File: config.mk
export PLATFORM = sky130hd
export DESIGN_NAME = tes_event_select_regs
export DESIGN_NICKNAME = d
export VERILOG_FILES = /design/src/verilog/tes_pkg.sv /design/src/verilog/tes_event_select_regs.sv /design/src/verilog/tes_event_gate.sv
export SDC_FILE = /design/constraint.sdc
export NUM_CORES = 1
export LEC_CHECK = 0
export BUFFER_PORTS_ARGS = -buffer_cell sky130_fd_sc_hd__buf_4
export CORE_ASPECT_RATIO = 1.2
export CORE_MARGIN = 3
export CORE_UTILIZATION = 50
export DETAILED_ROUTE_END_ITERATION = 8
export PLACE_DENSITY = 0.77
export SKIP_CTS_REPAIR_TIMING = 1
export SYNTH_ARGS = -nofsm -noshare
export SYNTH_HDL_FRONTEND = slang
export SYNTH_HIERARCHICAL = 1
export SYNTH_SLANG_ARGS = --single-unit
export TNS_END_PERCENT = 50
File: constraint.sdc
create_clock -name core_clk -period 3.9 [get_ports core_clk]
set_input_delay 0.195 -clock core_clk [delete_from_list [all_inputs] [get_ports core_clk]]
set_output_delay 0.195 -clock core_clk [all_outputs]
set_load 0.005 [all_outputs]
File: src/verilog/tes_pkg.sv
// shared constants and carrier types of the trace event select register bank
// assumes an Avalon-MM master with 32-bit data addressing whole words
package tes_pkg;

   // ==========================================================================
   // bus shape
   localparam int ADDR_W = 6;
   localparam int DATA_W = 32;
   localparam int BE_W = 4;

   // ==========================================================================
   // word offsets
   localparam logic [ADDR_W-1:0] OFF_ESEL = 6'h00;
   localparam logic [ADDR_W-1:0] OFF_EBEH = 6'h01;
   localparam logic [ADDR_W-1:0] OFF_STATUS = 6'h02;
   localparam logic [ADDR_W-1:0] OFF_IDENT = 6'h03;
   // compare values: low word at base + 2n, high word at base + 2n + 1
   localparam logic [1:0] OFF_DVC_REGION = 2'h1;
   localparam int MAX_DVC = 8;

   // ==========================================================================
   // event selector control fields
   localparam int NUM_EVENTS = 4;
   localparam int ESEL_FIELD_W = 8;
   localparam logic [31:0] ESEL_RST = 32'h0000_0000;

   // ==========================================================================
   // event behaviour control fields
   localparam int EBEH_W = 5;
   localparam int EBEH_INSTR_EVENT_ENABLE_LSB = 0;
   localparam int EBEH_DATA_EVENT_ENABLE_BIT = 4;
   localparam logic [EBEH_W-1:0] EBEH_RST = 5'h00;

   // ==========================================================================
   // status fields
   localparam int STAT_DROP_BIT = 0;
   localparam int STAT_ENABLE_BIT = 1;
   localparam int STAT_IDLE_BIT = 2;

   // ==========================================================================
   // identification fields
   localparam int ID_EVCNT_LSB = 0;
   localparam int ID_RSPAIR_LSB = 4;
   localparam int ID_DATA_BIT = 8;
   localparam int ID_DVW_LSB = 16;
   localparam int ID_MINOR_LSB = 24;

   // ==========================================================================
   // compare value
   localparam int DVC_W = 64;
   localparam logic [63:0] DVC_RST = 64'h0000_0000_0000_0000;

   // ==========================================================================
   // carriers
   typedef struct packed {
      logic read;
      logic write;
      logic [ADDR_W-1:0] address;
      logic [DATA_W-1:0] writedata;
      logic [BE_W-1:0] byteenable;
   } tes_avs_req_type;

   typedef struct packed {
      logic [DATA_W-1:0] readdata;
      logic waitrequest;
   } tes_avs_rsp_type;

endpackage : tes_pkg

File: src/verilog/tes_event_select_regs.sv
// trace event selector, event behaviour and data compare value register bank
// assumes one Avalon-MM master on core_clk, and resource logic that turns the
// selector fields into per-event hits
module tes_event_select_regs #(
   parameter int NUM_DVC = 8,
   parameter int DV_WIDTH = 64,
   parameter logic [1:0] EVENT_COUNT_ID = 2'h3,
   parameter logic [3:0] RSPAIR_COUNT_ID = 4'h1,
   parameter int ARCH_MINOR = 3,
   parameter bit DATA_TRACE = 1'b1
) (
   input wire logic core_clk,
   input wire logic rst_n,
   input tes_pkg::tes_avs_req_type avs_req,
   output tes_pkg::tes_avs_rsp_type avs_rsp,
   input wire logic trace_enable,
   input wire logic trace_idle,
   input wire logic [tes_pkg::NUM_EVENTS-1:0] event_hit,
   output logic [31:0] event_select,
   output logic [tes_pkg::EBEH_W-1:0] event_behavior,
   output logic [tes_pkg::NUM_EVENTS-1:0] instr_event,
   output logic data_event
);

   // ==========================================================================
   // configuration checks
   // the index decode serves at most the region's eight compare value pairs
   if (NUM_DVC < 1 || NUM_DVC > tes_pkg::MAX_DVC) begin : g_bad_num_dvc
      $error("NUM_DVC out of range");
   end

   // the compare value never holds more than its 64 field bits
   if (DV_WIDTH < 1 || DV_WIDTH > tes_pkg::DVC_W) begin : g_bad_dv_width
      $error("DV_WIDTH out of range");
   end

   // the revision number must fit its identification byte
   if (ARCH_MINOR < 0 || ARCH_MINOR > 255) begin : g_bad_arch_minor
      $error("ARCH_MINOR out of range");
   end

   // ==========================================================================
   // derived configuration
   // from revision 4.3 a unit without resource pairs has no events at all
   localparam bit EVENTS_PRESENT = (ARCH_MINOR < 3) || (RSPAIR_COUNT_ID != 4'h0);
   localparam bit EV1_PRESENT = EVENTS_PRESENT && (EVENT_COUNT_ID != 2'h0);
   localparam bit EV2_PRESENT = EVENTS_PRESENT && EVENT_COUNT_ID[1];
   localparam bit EV3_PRESENT = EVENTS_PRESENT && (EVENT_COUNT_ID == 2'h3);
   localparam bit DATA_EVENT_ENABLE_PRESENT = DATA_TRACE && EVENTS_PRESENT;

   // selector bytes of missing events stay zero
   localparam logic [31:0] ESEL_MASK = {
      {tes_pkg::ESEL_FIELD_W{EV3_PRESENT}},
      {tes_pkg::ESEL_FIELD_W{EV2_PRESENT}},
      {tes_pkg::ESEL_FIELD_W{EV1_PRESENT}},
      {tes_pkg::ESEL_FIELD_W{EVENTS_PRESENT}}
   };

   localparam logic [tes_pkg::NUM_EVENTS-1:0] INSTR_EVENT_ENABLE_MASK = {
      EV3_PRESENT,
      EV2_PRESENT,
      EV1_PRESENT,
      EVENTS_PRESENT
   };

   // compare value bits above the implemented width read zero
   localparam logic [tes_pkg::DVC_W-1:0] DVC_MASK = (DV_WIDTH >= tes_pkg::DVC_W) ?
      {tes_pkg::DVC_W{1'b1}} : ((64'h1 << DV_WIDTH) - 64'h1);

   localparam int DVC_IDX_W = $clog2(tes_pkg::MAX_DVC);

   // ==========================================================================
   // constant words
   function automatic logic [tes_pkg::EBEH_W-1:0] ebeh_mask_f();
      logic [tes_pkg::EBEH_W-1:0] m;
      m = '0;
      m[tes_pkg::EBEH_INSTR_EVENT_ENABLE_LSB +: tes_pkg::NUM_EVENTS] = INSTR_EVENT_ENABLE_MASK;
      m[tes_pkg::EBEH_DATA_EVENT_ENABLE_BIT] = DATA_EVENT_ENABLE_PRESENT;
      return m;
   endfunction : ebeh_mask_f

   function automatic logic [tes_pkg::DATA_W-1:0] ident_f();
      logic [tes_pkg::DATA_W-1:0] w;
      w = '0;
      w[tes_pkg::ID_EVCNT_LSB +: 2] = EVENT_COUNT_ID;
      w[tes_pkg::ID_RSPAIR_LSB +: 4] = RSPAIR_COUNT_ID;
      w[tes_pkg::ID_DATA_BIT] = DATA_TRACE;
      w[tes_pkg::ID_DVW_LSB +: 8] = 8'(DV_WIDTH);
      w[tes_pkg::ID_MINOR_LSB +: 8] = 8'(ARCH_MINOR);
      return w;
   endfunction : ident_f

   localparam logic [tes_pkg::EBEH_W-1:0] EBEH_MASK = ebeh_mask_f();
   localparam logic [tes_pkg::DATA_W-1:0] IDENT_WORD = ident_f();

   // ==========================================================================
   // state
   // compare values live in flip-flops, one 64-bit word per comparator
   typedef struct packed {
      logic [31:0] esel;
      logic [tes_pkg::EBEH_W-1:0] ebeh;
      logic [NUM_DVC-1:0][tes_pkg::DVC_W-1:0] dvc;
      logic drop;
      logic waitreq;
      logic [tes_pkg::DATA_W-1:0] rdata;
   } tes_esr_state_type;

   tes_esr_state_type s_reg;
   tes_esr_state_type s_next;

   // ==========================================================================
   // request decode
   logic req_live;
   logic req_first;
   logic req_commit;
   logic regs_free;
   logic hit_esel;
   logic hit_ebeh;
   logic hit_status;
   logic hit_ident;
   logic hit_dvc;
   logic hit_gated;
   logic [DVC_IDX_W-1:0] dvc_idx;
   logic dvc_high;
   logic [tes_pkg::DATA_W-1:0] rd_word;

   assign req_live = avs_req.read | avs_req.write;

   // first cycle of a request: waitrequest still high, read data loaded
   assign req_first = req_live & s_reg.waitreq;

   // second cycle: waitrequest low, the write lands here
   assign req_commit = req_live & ~s_reg.waitreq;

   // programming only while the unit is stopped and idle
   assign regs_free = ~trace_enable & trace_idle;

   // an absent selector register decodes as a hole
   assign hit_esel = EVENTS_PRESENT && (avs_req.address == tes_pkg::OFF_ESEL);
   assign hit_ebeh = avs_req.address == tes_pkg::OFF_EBEH;
   assign hit_status = avs_req.address == tes_pkg::OFF_STATUS;
   assign hit_ident = avs_req.address == tes_pkg::OFF_IDENT;

   // low word at even, high word at odd address of the region
   assign dvc_idx = avs_req.address[DVC_IDX_W:1];
   assign dvc_high = avs_req.address[0];
   assign hit_dvc = (avs_req.address[tes_pkg::ADDR_W-1 -: 2] == tes_pkg::OFF_DVC_REGION) &&
      (32'(dvc_idx) < NUM_DVC);

   assign hit_gated = hit_esel | hit_ebeh | hit_dvc;

   // ==========================================================================
   // read data
   always_comb begin
      rd_word = '0;
      if (hit_esel) begin
         rd_word = s_reg.esel;
      end else if (hit_ebeh) begin
         rd_word[tes_pkg::EBEH_W-1:0] = s_reg.ebeh;
      end else if (hit_status) begin
         rd_word[tes_pkg::STAT_DROP_BIT] = s_reg.drop;
         rd_word[tes_pkg::STAT_ENABLE_BIT] = trace_enable;
         rd_word[tes_pkg::STAT_IDLE_BIT] = trace_idle;
      end else if (hit_ident) begin
         rd_word = IDENT_WORD;
      end else if (hit_dvc) begin
         if (dvc_high) begin
            rd_word = s_reg.dvc[dvc_idx][tes_pkg::DVC_W-1 -: tes_pkg::DATA_W];
         end else begin
            rd_word = s_reg.dvc[dvc_idx][tes_pkg::DATA_W-1:0];
         end
      end
   end

   // ==========================================================================
   // next state
   // byte enables are not honoured: every register is written whole
   always_comb begin
      s_next = s_reg;

      // one wait state on every access keeps read data a plain flop
      if (req_first) begin
         s_next.waitreq = 1'b0;
         if (avs_req.read) begin
            s_next.rdata = rd_word;
         end
      end else begin
         s_next.waitreq = 1'b1;
      end

      if (req_commit && avs_req.write) begin
         // write one to clear the drop flag
         if (hit_status && avs_req.writedata[tes_pkg::STAT_DROP_BIT]) begin
            s_next.drop = 1'b0;
         end

         if (regs_free) begin
            if (hit_esel) begin
               s_next.esel = avs_req.writedata & ESEL_MASK;
            end
            if (hit_ebeh) begin
               s_next.ebeh = avs_req.writedata[tes_pkg::EBEH_W-1:0] & EBEH_MASK;
            end
            if (hit_dvc) begin
               if (dvc_high) begin
                  s_next.dvc[dvc_idx][tes_pkg::DVC_W-1 -: tes_pkg::DATA_W] =
                     avs_req.writedata & DVC_MASK[tes_pkg::DVC_W-1 -: tes_pkg::DATA_W];
               end else begin
                  s_next.dvc[dvc_idx][tes_pkg::DATA_W-1:0] =
                     avs_req.writedata & DVC_MASK[tes_pkg::DATA_W-1:0];
               end
            end
         end else if (hit_gated) begin
            // set after clear, so a new drop always wins
            s_next.drop = 1'b1;
         end
      end
   end

   // ==========================================================================
   // registers
   // reset content is architecturally unknown; zero is simply a safe choice
   always_ff @(posedge core_clk or negedge rst_n) begin
      if (!rst_n) begin
         s_reg.esel <= tes_pkg::ESEL_RST;
         s_reg.ebeh <= tes_pkg::EBEH_RST;
         s_reg.dvc <= {NUM_DVC{tes_pkg::DVC_RST}};
         s_reg.drop <= 1'b0;
         s_reg.waitreq <= 1'b1;
         s_reg.rdata <= '0;
      end else begin
         s_reg <= s_next;
      end
   end

   // ==========================================================================
   // bus and field outputs
   assign avs_rsp.readdata = s_reg.rdata;
   assign avs_rsp.waitrequest = s_reg.waitreq;
   assign event_select = s_reg.esel;
   assign event_behavior = s_reg.ebeh;

   // ==========================================================================
   // event gating
   // only event 0 has a data stream enable, the others feed instructions only
   for (genvar g = 0; g < tes_pkg::NUM_EVENTS; g++) begin : g_gate
      if (g == 0) begin : g_with_data
         tes_event_gate i_tes_event_gate (
            .core_clk(core_clk),
            .rst_n(rst_n),
            .event_hit(event_hit[g]),
            .instr_enable(s_reg.ebeh[tes_pkg::EBEH_INSTR_EVENT_ENABLE_LSB + g]),
            .data_enable(s_reg.ebeh[tes_pkg::EBEH_DATA_EVENT_ENABLE_BIT]),
            .instr_event(instr_event[g]),
            .data_event(data_event)
         );
      end else begin : g_instr_only
         tes_event_gate i_tes_event_gate (
            .core_clk(core_clk),
            .rst_n(rst_n),
            .event_hit(event_hit[g]),
            .instr_enable(s_reg.ebeh[tes_pkg::EBEH_INSTR_EVENT_ENABLE_LSB + g]),
            .data_enable(1'b0),
            .instr_event(instr_event[g]),
            .data_event()
         );
      end
   end

endmodule : tes_event_select_regs

File: src/verilog/tes_event_gate.sv
// one event's gating towards the instruction and data trace streams
// assumes the hit input is already the selected resource outcome, one clock
module tes_event_gate (
   input wire logic core_clk,
   input wire logic rst_n,
   input wire logic event_hit,
   input wire logic instr_enable,
   input wire logic data_enable,
   output logic instr_event,
   output logic data_event
);

   // ==========================================================================
   // state
   typedef struct packed {
      logic instr;
      logic data;
   } tes_gate_state_type;

   tes_gate_state_type s_reg;
   tes_gate_state_type s_next;

   always_comb begin
      s_next = s_reg;
      s_next.instr = event_hit & instr_enable;
      s_next.data = event_hit & data_enable;
   end

   always_ff @(posedge core_clk or negedge rst_n) begin
      if (!rst_n) begin
         s_reg <= '0;
      end else begin
         s_reg <= s_next;
      end
   end

   assign instr_event = s_reg.instr;
   assign data_event = s_reg.data;

endmodule : tes_event_gate

==> results.txt, run 1 <==
The flow ran to the end, but the final reports show violations. The checks that failed: negative hold slack. The worst hold margin came out at -0.0160 ns. The wire length per cell came out at 27.0 um. The top cell types in the final layout, fill and taps aside, are dfrtp_1 (587), mux2_2 (575), buf_4 (176). The total buffers and inverters traversed by the critical path came out at 1.

The worst clock skew came out at 0.00816 ns. Adding up every negative setup slack in the final design gives 0 ns. The cell family with the largest share of critical-path delay is simple AND/OR/NAND/NOR gates. The cell area after synthesis is approximately 27000 um^2. The design area is 30500 um^2.

The iteration count of the initial detailed-routing pass is 5. The cell area reported after detailed placement came out at 28500 um^2. The first global-routing pass estimated 115000 um of wire. The pin slew with the least headroom to its limit is 1.22 ns.

The cell count after placement came out at 2689. Dividing total power by cell area gives a power density of 417 nW/um^2. The total I/O pin count is 127.

TritonCTS built the clock tree. Across every metal layer, demand over resource in global routing totals between 20% and 30%. During placement, the flow inserted port buffers numbering 122. The min-delay analysis places its worst path in the category input port to flip-flop. The worst pin sits at a relative slew slack of between 10% and 20%.

The non-filler instance count after layout came out at 2809. The count of final max-slew check failures is 0. The detailed-route vias per instance is 6.33. On the worst path, the slowest cell contributes a delay of 0.84 ns. The number of nets in the layout is 2112. Summed over all layers, the global routing overflow is 0.

The placer's final routability congestion estimate came out at 0.829. The final core utilization is 56.6%. For this block, the routed nets add up to 76000 um of wire. The routed layout has 17790 vias. The die outline width is 219 um. Setup repair after global routing left no endpoint under its margin. The area added between synthesis and finish is 11.7%. The worst supply voltage drop on vdd came out at 0.270 mV. The standard cell core area is 53900 um^2. The post-route netlist has between 40% and 50% of its cells at a drive strength greater than 1.

The worst setup path is launched from a flip-flop. The worst setup path is of the flip-flop to flip-flop kind. The count of mapped cells out of synthesis came out at 2027. The tree is rooted in a clkbuf_16. The DRC violation count after routing came out at 0.

The static leakage is 15.0 nW. The detailed placement HPWL came out at approximately 46000 um. The via count of the first global-routing pass is 18596. The first routing iteration left around 1700 violations. The clock sink count is 588.

The antenna cell count came out at 0. Setup violations remaining at the end of the flow were counted as 0. Counting every net in the synthesized netlist gives between 2000 and 2500. The die covers 57400 um^2. The most common cell after layout, fill and taps aside is dfrtp_1. The time the final worst path needs with I/O delays and setup is 2.97 ns. The number of endpoints with negative hold slack in the final report is 18. The floorplan has 93 rows. The y dimension of the die is roughly 260 um. In this run the remaining antenna-violating nets after routing total 0. The maximum buffer depth of the clock tree came out at 3. The critical path goes through and4bb_2, nand3_2, nor3_4, buf_4, mux2_2. The number of antenna violations at the first check in global routing is 0. The maximum operating frequency came out at 337 MHz.

Of all nets on the critical path, the largest fanout is 18. The slowest stage of the critical path is the nor3_4 cell. The CTS H-tree depth came out at 2.

The count of warnings emitted by yosys came out at 6. In this run, CTS created clock tree buffers numbering 54. The arrival time of the worst setup path is 3.44 ns. Entering global routing, the biggest net connects around 120 pins. The clock insertion delay at the later pin of the skew report is 0.59 ns. The clock slew at the register clock pins of the worst setup and hold paths came out at ~0.060 ns. For this configuration, the core starts out at a cell density of 50.6%.

The average cell area after synthesis came out at between 10 and 15 um^2. The share of the clock period used by the worst path after layout came out at roughly three quarters. The number of max-cap violations came out at 0. The required time of the critical path came out at approximately 4.4 ns. The sort of element at the end of the critical path is a flip-flop. The flip-flop count of the largest register, all copies and words added is 513.
-- final cells by class --
cell class | count | area, um^2
Inverter | 4 | 15.0
Sequential cell | 588 | 14700
Tap cell | 712 | 891
Clock buffer | 82 | 1630
Multi-Input combinational cell | 1193 | 11200
Fill cell | 4171 | 23400
Clock inverter | 11 | 108
Timing Repair Buffer | 219 | 1900
-- per-layer routing --
layer	vias to the layer above	share of wire (%)	wire, um	track usage (%)
li1	7444	-	-	-
met1	9342	39	29600	33.3
met2	771	49	37100	44.3
met3	233	7.2	5500	4.74
met4	0	4.9	3750	11.7
met5	-	0	0	0
-- through the flow --
| step | setup slack, ns | total power, W |
|---|---|---|
| floorplan | 2.04 | 0.00706 |
| finish | 0.934 | 0.0127 |
| global route | 0.869 | 0.0131 |
| CTS | 0.905 | 0.0127 |
| detailed placement | 0.908 | 0.00754 |
| global placement | 0.983 | 0.00749 |
-- power breakdown --
part | switching [W] | internal (W) | total, W | leakage, nW
clock | 0.00225 | 0.00299 | 0.00524 | 0.858
combinational | 0.000648 | 0.000407 | 0.00105 | 6.04
sequential | 0.000113 | 0.00629 | 0.00640 | 8.14
-- path summary, 6_finish.rpt --
| check | endpoint | slack [ns] | cells after the start | start |
|---|---|---|---|---|
| setup / recovery | s_reg[163]$_DFFE_PN0P_ | 0.93 | 5 | avs_rsp[0]$_DFF_PN1_ |
| hold / removal | s_reg[396]$_DFFE_PN0P_ | -0.02 | 2 | avs_req[14] |
| setup reg to reg | s_reg[163]$_DFFE_PN0P_ | 0.93 | 5 | avs_rsp[0]$_DFF_PN1_ |
| hold reg to reg | avs_rsp[19]$_DFFE_PN0P_ | 0.48 | 2 | avs_rsp[19]$_DFFE_PN0P_ |
| max in group asynchronous | s_reg[520]$_DFFE_PN0P_ | 2.44 | 3 | rst_n |
| min in group asynchronous | s_reg[476]$_DFFE_PN0P_ | 0.27 | 2 | rst_n |
-- worst reg2reg max path: cells and delay by family, from the launching register on --
family	cells	cell delay (ns)
DFF	1	0.39
buffers and inverters	1	0.49
muxes	1	0.40
and+or+nand+nor	3	1.56
No activity file was read; power rests on OpenSTA's default activity.
==> run 2: changes to the inputs <==
Settings changed: ABC_AREA set to 1.
Clock period 3.9 ns to 3 ns, I/O delays scaled along.
==> run 2 against run 1 <==
The run now ends clean. Die area is 3.0% lower. Sequential share of layout area rose by 0.91 points. Via count up 27%. Final cell count rose by 43%. Sequential power is 31% higher. Non-clock buffer count grew 19. Critical path type unchanged. Largest cell class unchanged.
==> results.txt, run 2 <==
The startpoint of the lowest-slack hold path is avs_req[42]. The most common cell after layout, fill and taps aside is nand2_1. The pin slew with the least headroom to its limit is 0.966 ns (-0.250 ns). The initial cell density of the core is 51.1% (+0.42 points).

Setup repair after global routing left no endpoint under its margin. The DRC violation count after routing was 0 (unchanged). The global-route wire length before repair came out at 120000 um (+4.4%). In this run the worst hold path is classified as input port to flip-flop. TritonCTS built the clock tree.

The number of nets in the layout is 3334 (+58%). The number of antenna-violating nets in the routed design is 0 (unchanged). The placer's final routability congestion estimate came out at 0.840 (+1.3%). The worst clock skew came out at 0.0225 ns (+0.0144 ns). The clock sink count came out at 588 (unchanged).

The cell count after placement came out at 3888 (+45%). The CTS H-tree depth is 2 (unchanged). STA classifies the critical path startpoint as a flip-flop. The final setup TNS is 0 ns (unchanged). The critical-path maximum fanout came out at 18 (unchanged). The hold path depth is 5 (+3). The flip-flop count of the largest register, all copies and words added is 513 (unchanged). The remaining global-route overflow is 0 (unchanged). The number of rows in the core area was 91 (-2.2%). The pin count of the biggest net entering global routing is 160 (+34%).

The count of final max-slew check failures is 0 (unchanged). The iteration count of the initial detailed-routing pass is 6 (+1). The worst supply voltage drop on vdd came out at 0.404 mV (+49%). The detailed placement HPWL came out at 44900 um (-1.8%). The number of filler cells placed in the layout came out at 4470 (+7.2%). The cell area reported after detailed placement was 27700 um^2 (-2.7%). The via count of the first global-routing pass came out at 21419 (+15%).

The maximum buffer depth of the clock tree is 3 (unchanged). The antenna cell count is 0 (unchanged). The number of antenna violations at the first check in global routing is 0 (unchanged). The relative slew slack came out at 35.5% (+17 points). The number of input and output port buffers inserted is 122 (unchanged). The count of final setup violators is 0 (unchanged). The start point of the critical path is avs_rsp[0]$_DFF_PN1_. The arrival time of the worst setup path was 2.91 ns (-0.53 ns).

The total wire length after detailed routing is 75900 um (about the same). The number of CTS-inserted buffers was 56 (+3.7%). The synthesized netlist net count is 3335 (+60%). The time the final worst path needs with I/O delays and setup is 2.47 ns (-0.496 ns). The standard cell core area came to 51800 um^2 (-3.8%).

The setup slack of the critical path after layout is 0.529 ns (-0.404 ns). The y dimension of the die is 258 um (-1.5%). The total I/O pin count came out at 127 (unchanged). The root buffer cell is clkbuf_16.

The die footprint is 55700 um^2 (-3.0%). The maximum operating frequency came out at 405 MHz (+20%). The clock insertion delay at the later pin of the skew report came to 0.60 ns (about the same). The clock slew at the register clock pins of the worst setup and hold paths is 0.07 ns (about the same).

The initial DRC count came out at 2560 (+53%). The power per standard cell area is 569 nW/um^2 (+37%). The cell area after synthesis came out at 26500 um^2 (-3.0%). The non-filler instance count after layout is 4024 (+43%). The die outline width came out at 216 um (-1.5%).

The required time of the critical path came out at 3.44 ns (-0.93 ns). The average cell area after synthesis came out at 8.06 um^2 (-40%). By startpoint and endpoint, the worst setup path is classified as flip-flop to flip-flop. The wire length per cell was 18.9 um (-30%). The worst slack after detailed placement is 0.541 ns (-0.367 ns).

The fraction of final layout cells sized beyond drive strength 1 is 10.0% (-33 points). The run finished with clean final reports. The library cells used most frequently in the layout, excluding fill and tap cells, are nand2_1 (1190), dfrtp_1 (587), o21ai_0 (322).

The overall global routing resource usage came to 27.0% (+0.75 points). The final core utilization came out at 57.7% (+1.2 points). The count of mapped cells out of synthesis came to 3283 (+62%).

The share of the clock period used by the worst path after layout came to 82.4% (+6.3 points). The number of cell instances on the worst register-to-register path is 9 (+4). The number of endpoints with negative hold slack in the final report came out at 0 (-18). The sort of element at the end of the critical path is a flip-flop. The overall via count from detail_route is 22509 (+27%). The area added between synthesis and finish is 13.1%. The detailed-route vias per instance is 5.59 (-12%). The number of max-cap violations is 0 (unchanged). The critical register-to-register path startpoint is avs_rsp[0]$_DFF_PN1_. The static leakage was 14.3 nW (-5.2%). The count of warnings emitted by yosys was 6 (unchanged). The design area came to 29900 um^2 (-1.9%).
==> run 2: cell types whose count changed in the layout (fill, tap and decap cells not counted), moves of 75 or more <==
cell / delta
nand2_1: +1151
inv_1: +113
o21ai_1: +240
a21oi_1: +159
nor2_1: +95
mux2_2: -575
nand3_1: +75
o21ai_0: +277
==> run 2: power by group <==
group / leakage (nW) / switching (W) / internal (W) / total [W]
Clock: 0.922 / 0.00303 / 0.00422 / 0.00725
Combinational: 5.39 / 0.000916 / 0.000490 / 0.00141
Sequential: 7.94 / 0.000162 / 0.00822 / 0.00838
==> run 2: cell type report <==
type / count / area [um^2] / share of cell area (%)
Sequential cell: 588 / 14700 / 49.2
Multi-Input combinational cell: 2276 / 9880 / 33.0
Inverter: 122 / 460 / 1.54
Clock inverter: 15 / 208 / 0.694
Clock buffer: 88 / 1660 / 5.56
Timing Repair Buffer: 238 / 2110 / 7.07
Tap cell: 697 / 872 / 2.92
==> run 2: worst paths after layout <==
kind	slack, ns	endpoint
max	0.53	s_reg[457]$_DFFE_PN0P_
min	0.02	s_reg[33]$_DFFE_PN0P_
min in group asynchronous	0.12	s_reg[412]$_DFFE_PN0P_
min reg2reg	0.48	s_reg[181]$_DFFE_PN0P_
max reg2reg	0.53	s_reg[457]$_DFFE_PN0P_
max in group asynchronous	1.90	s_reg[194]$_DFFE_PN0P_
==> run 2: through the flow <==
stage / total power (W) / hold slack, ns
global route: 0.0176 / 0.0308
floorplan: 0.00927 / -0.146
global placement: 0.00985 / 0.201
detailed placement: 0.00988 / 0.197
finish: 0.0170 / 0.0184
CTS: 0.0171 / -0.432
==> run 2: per-layer routing <==
layer | global-route usage [%] | part of all wire [%]
met4 | 10.7 | 4.1
met2 | 44.6 | 47
met1 | 36.2 | 41
met5 | 0 | 0
met3 | 4.24 | 8.1
==> run 2: critical path: stages, from the launching register on <==
cell	delay (ns)
dfstp_2	0.38
nor2_1	0.27
nand2_1	0.21
nor2_4	0.28
inv_2	0.13
nor2_8	0.18
nand2_2	0.35
buf_4	0.36
nand2_1	0.08
o21ai_1	0.07
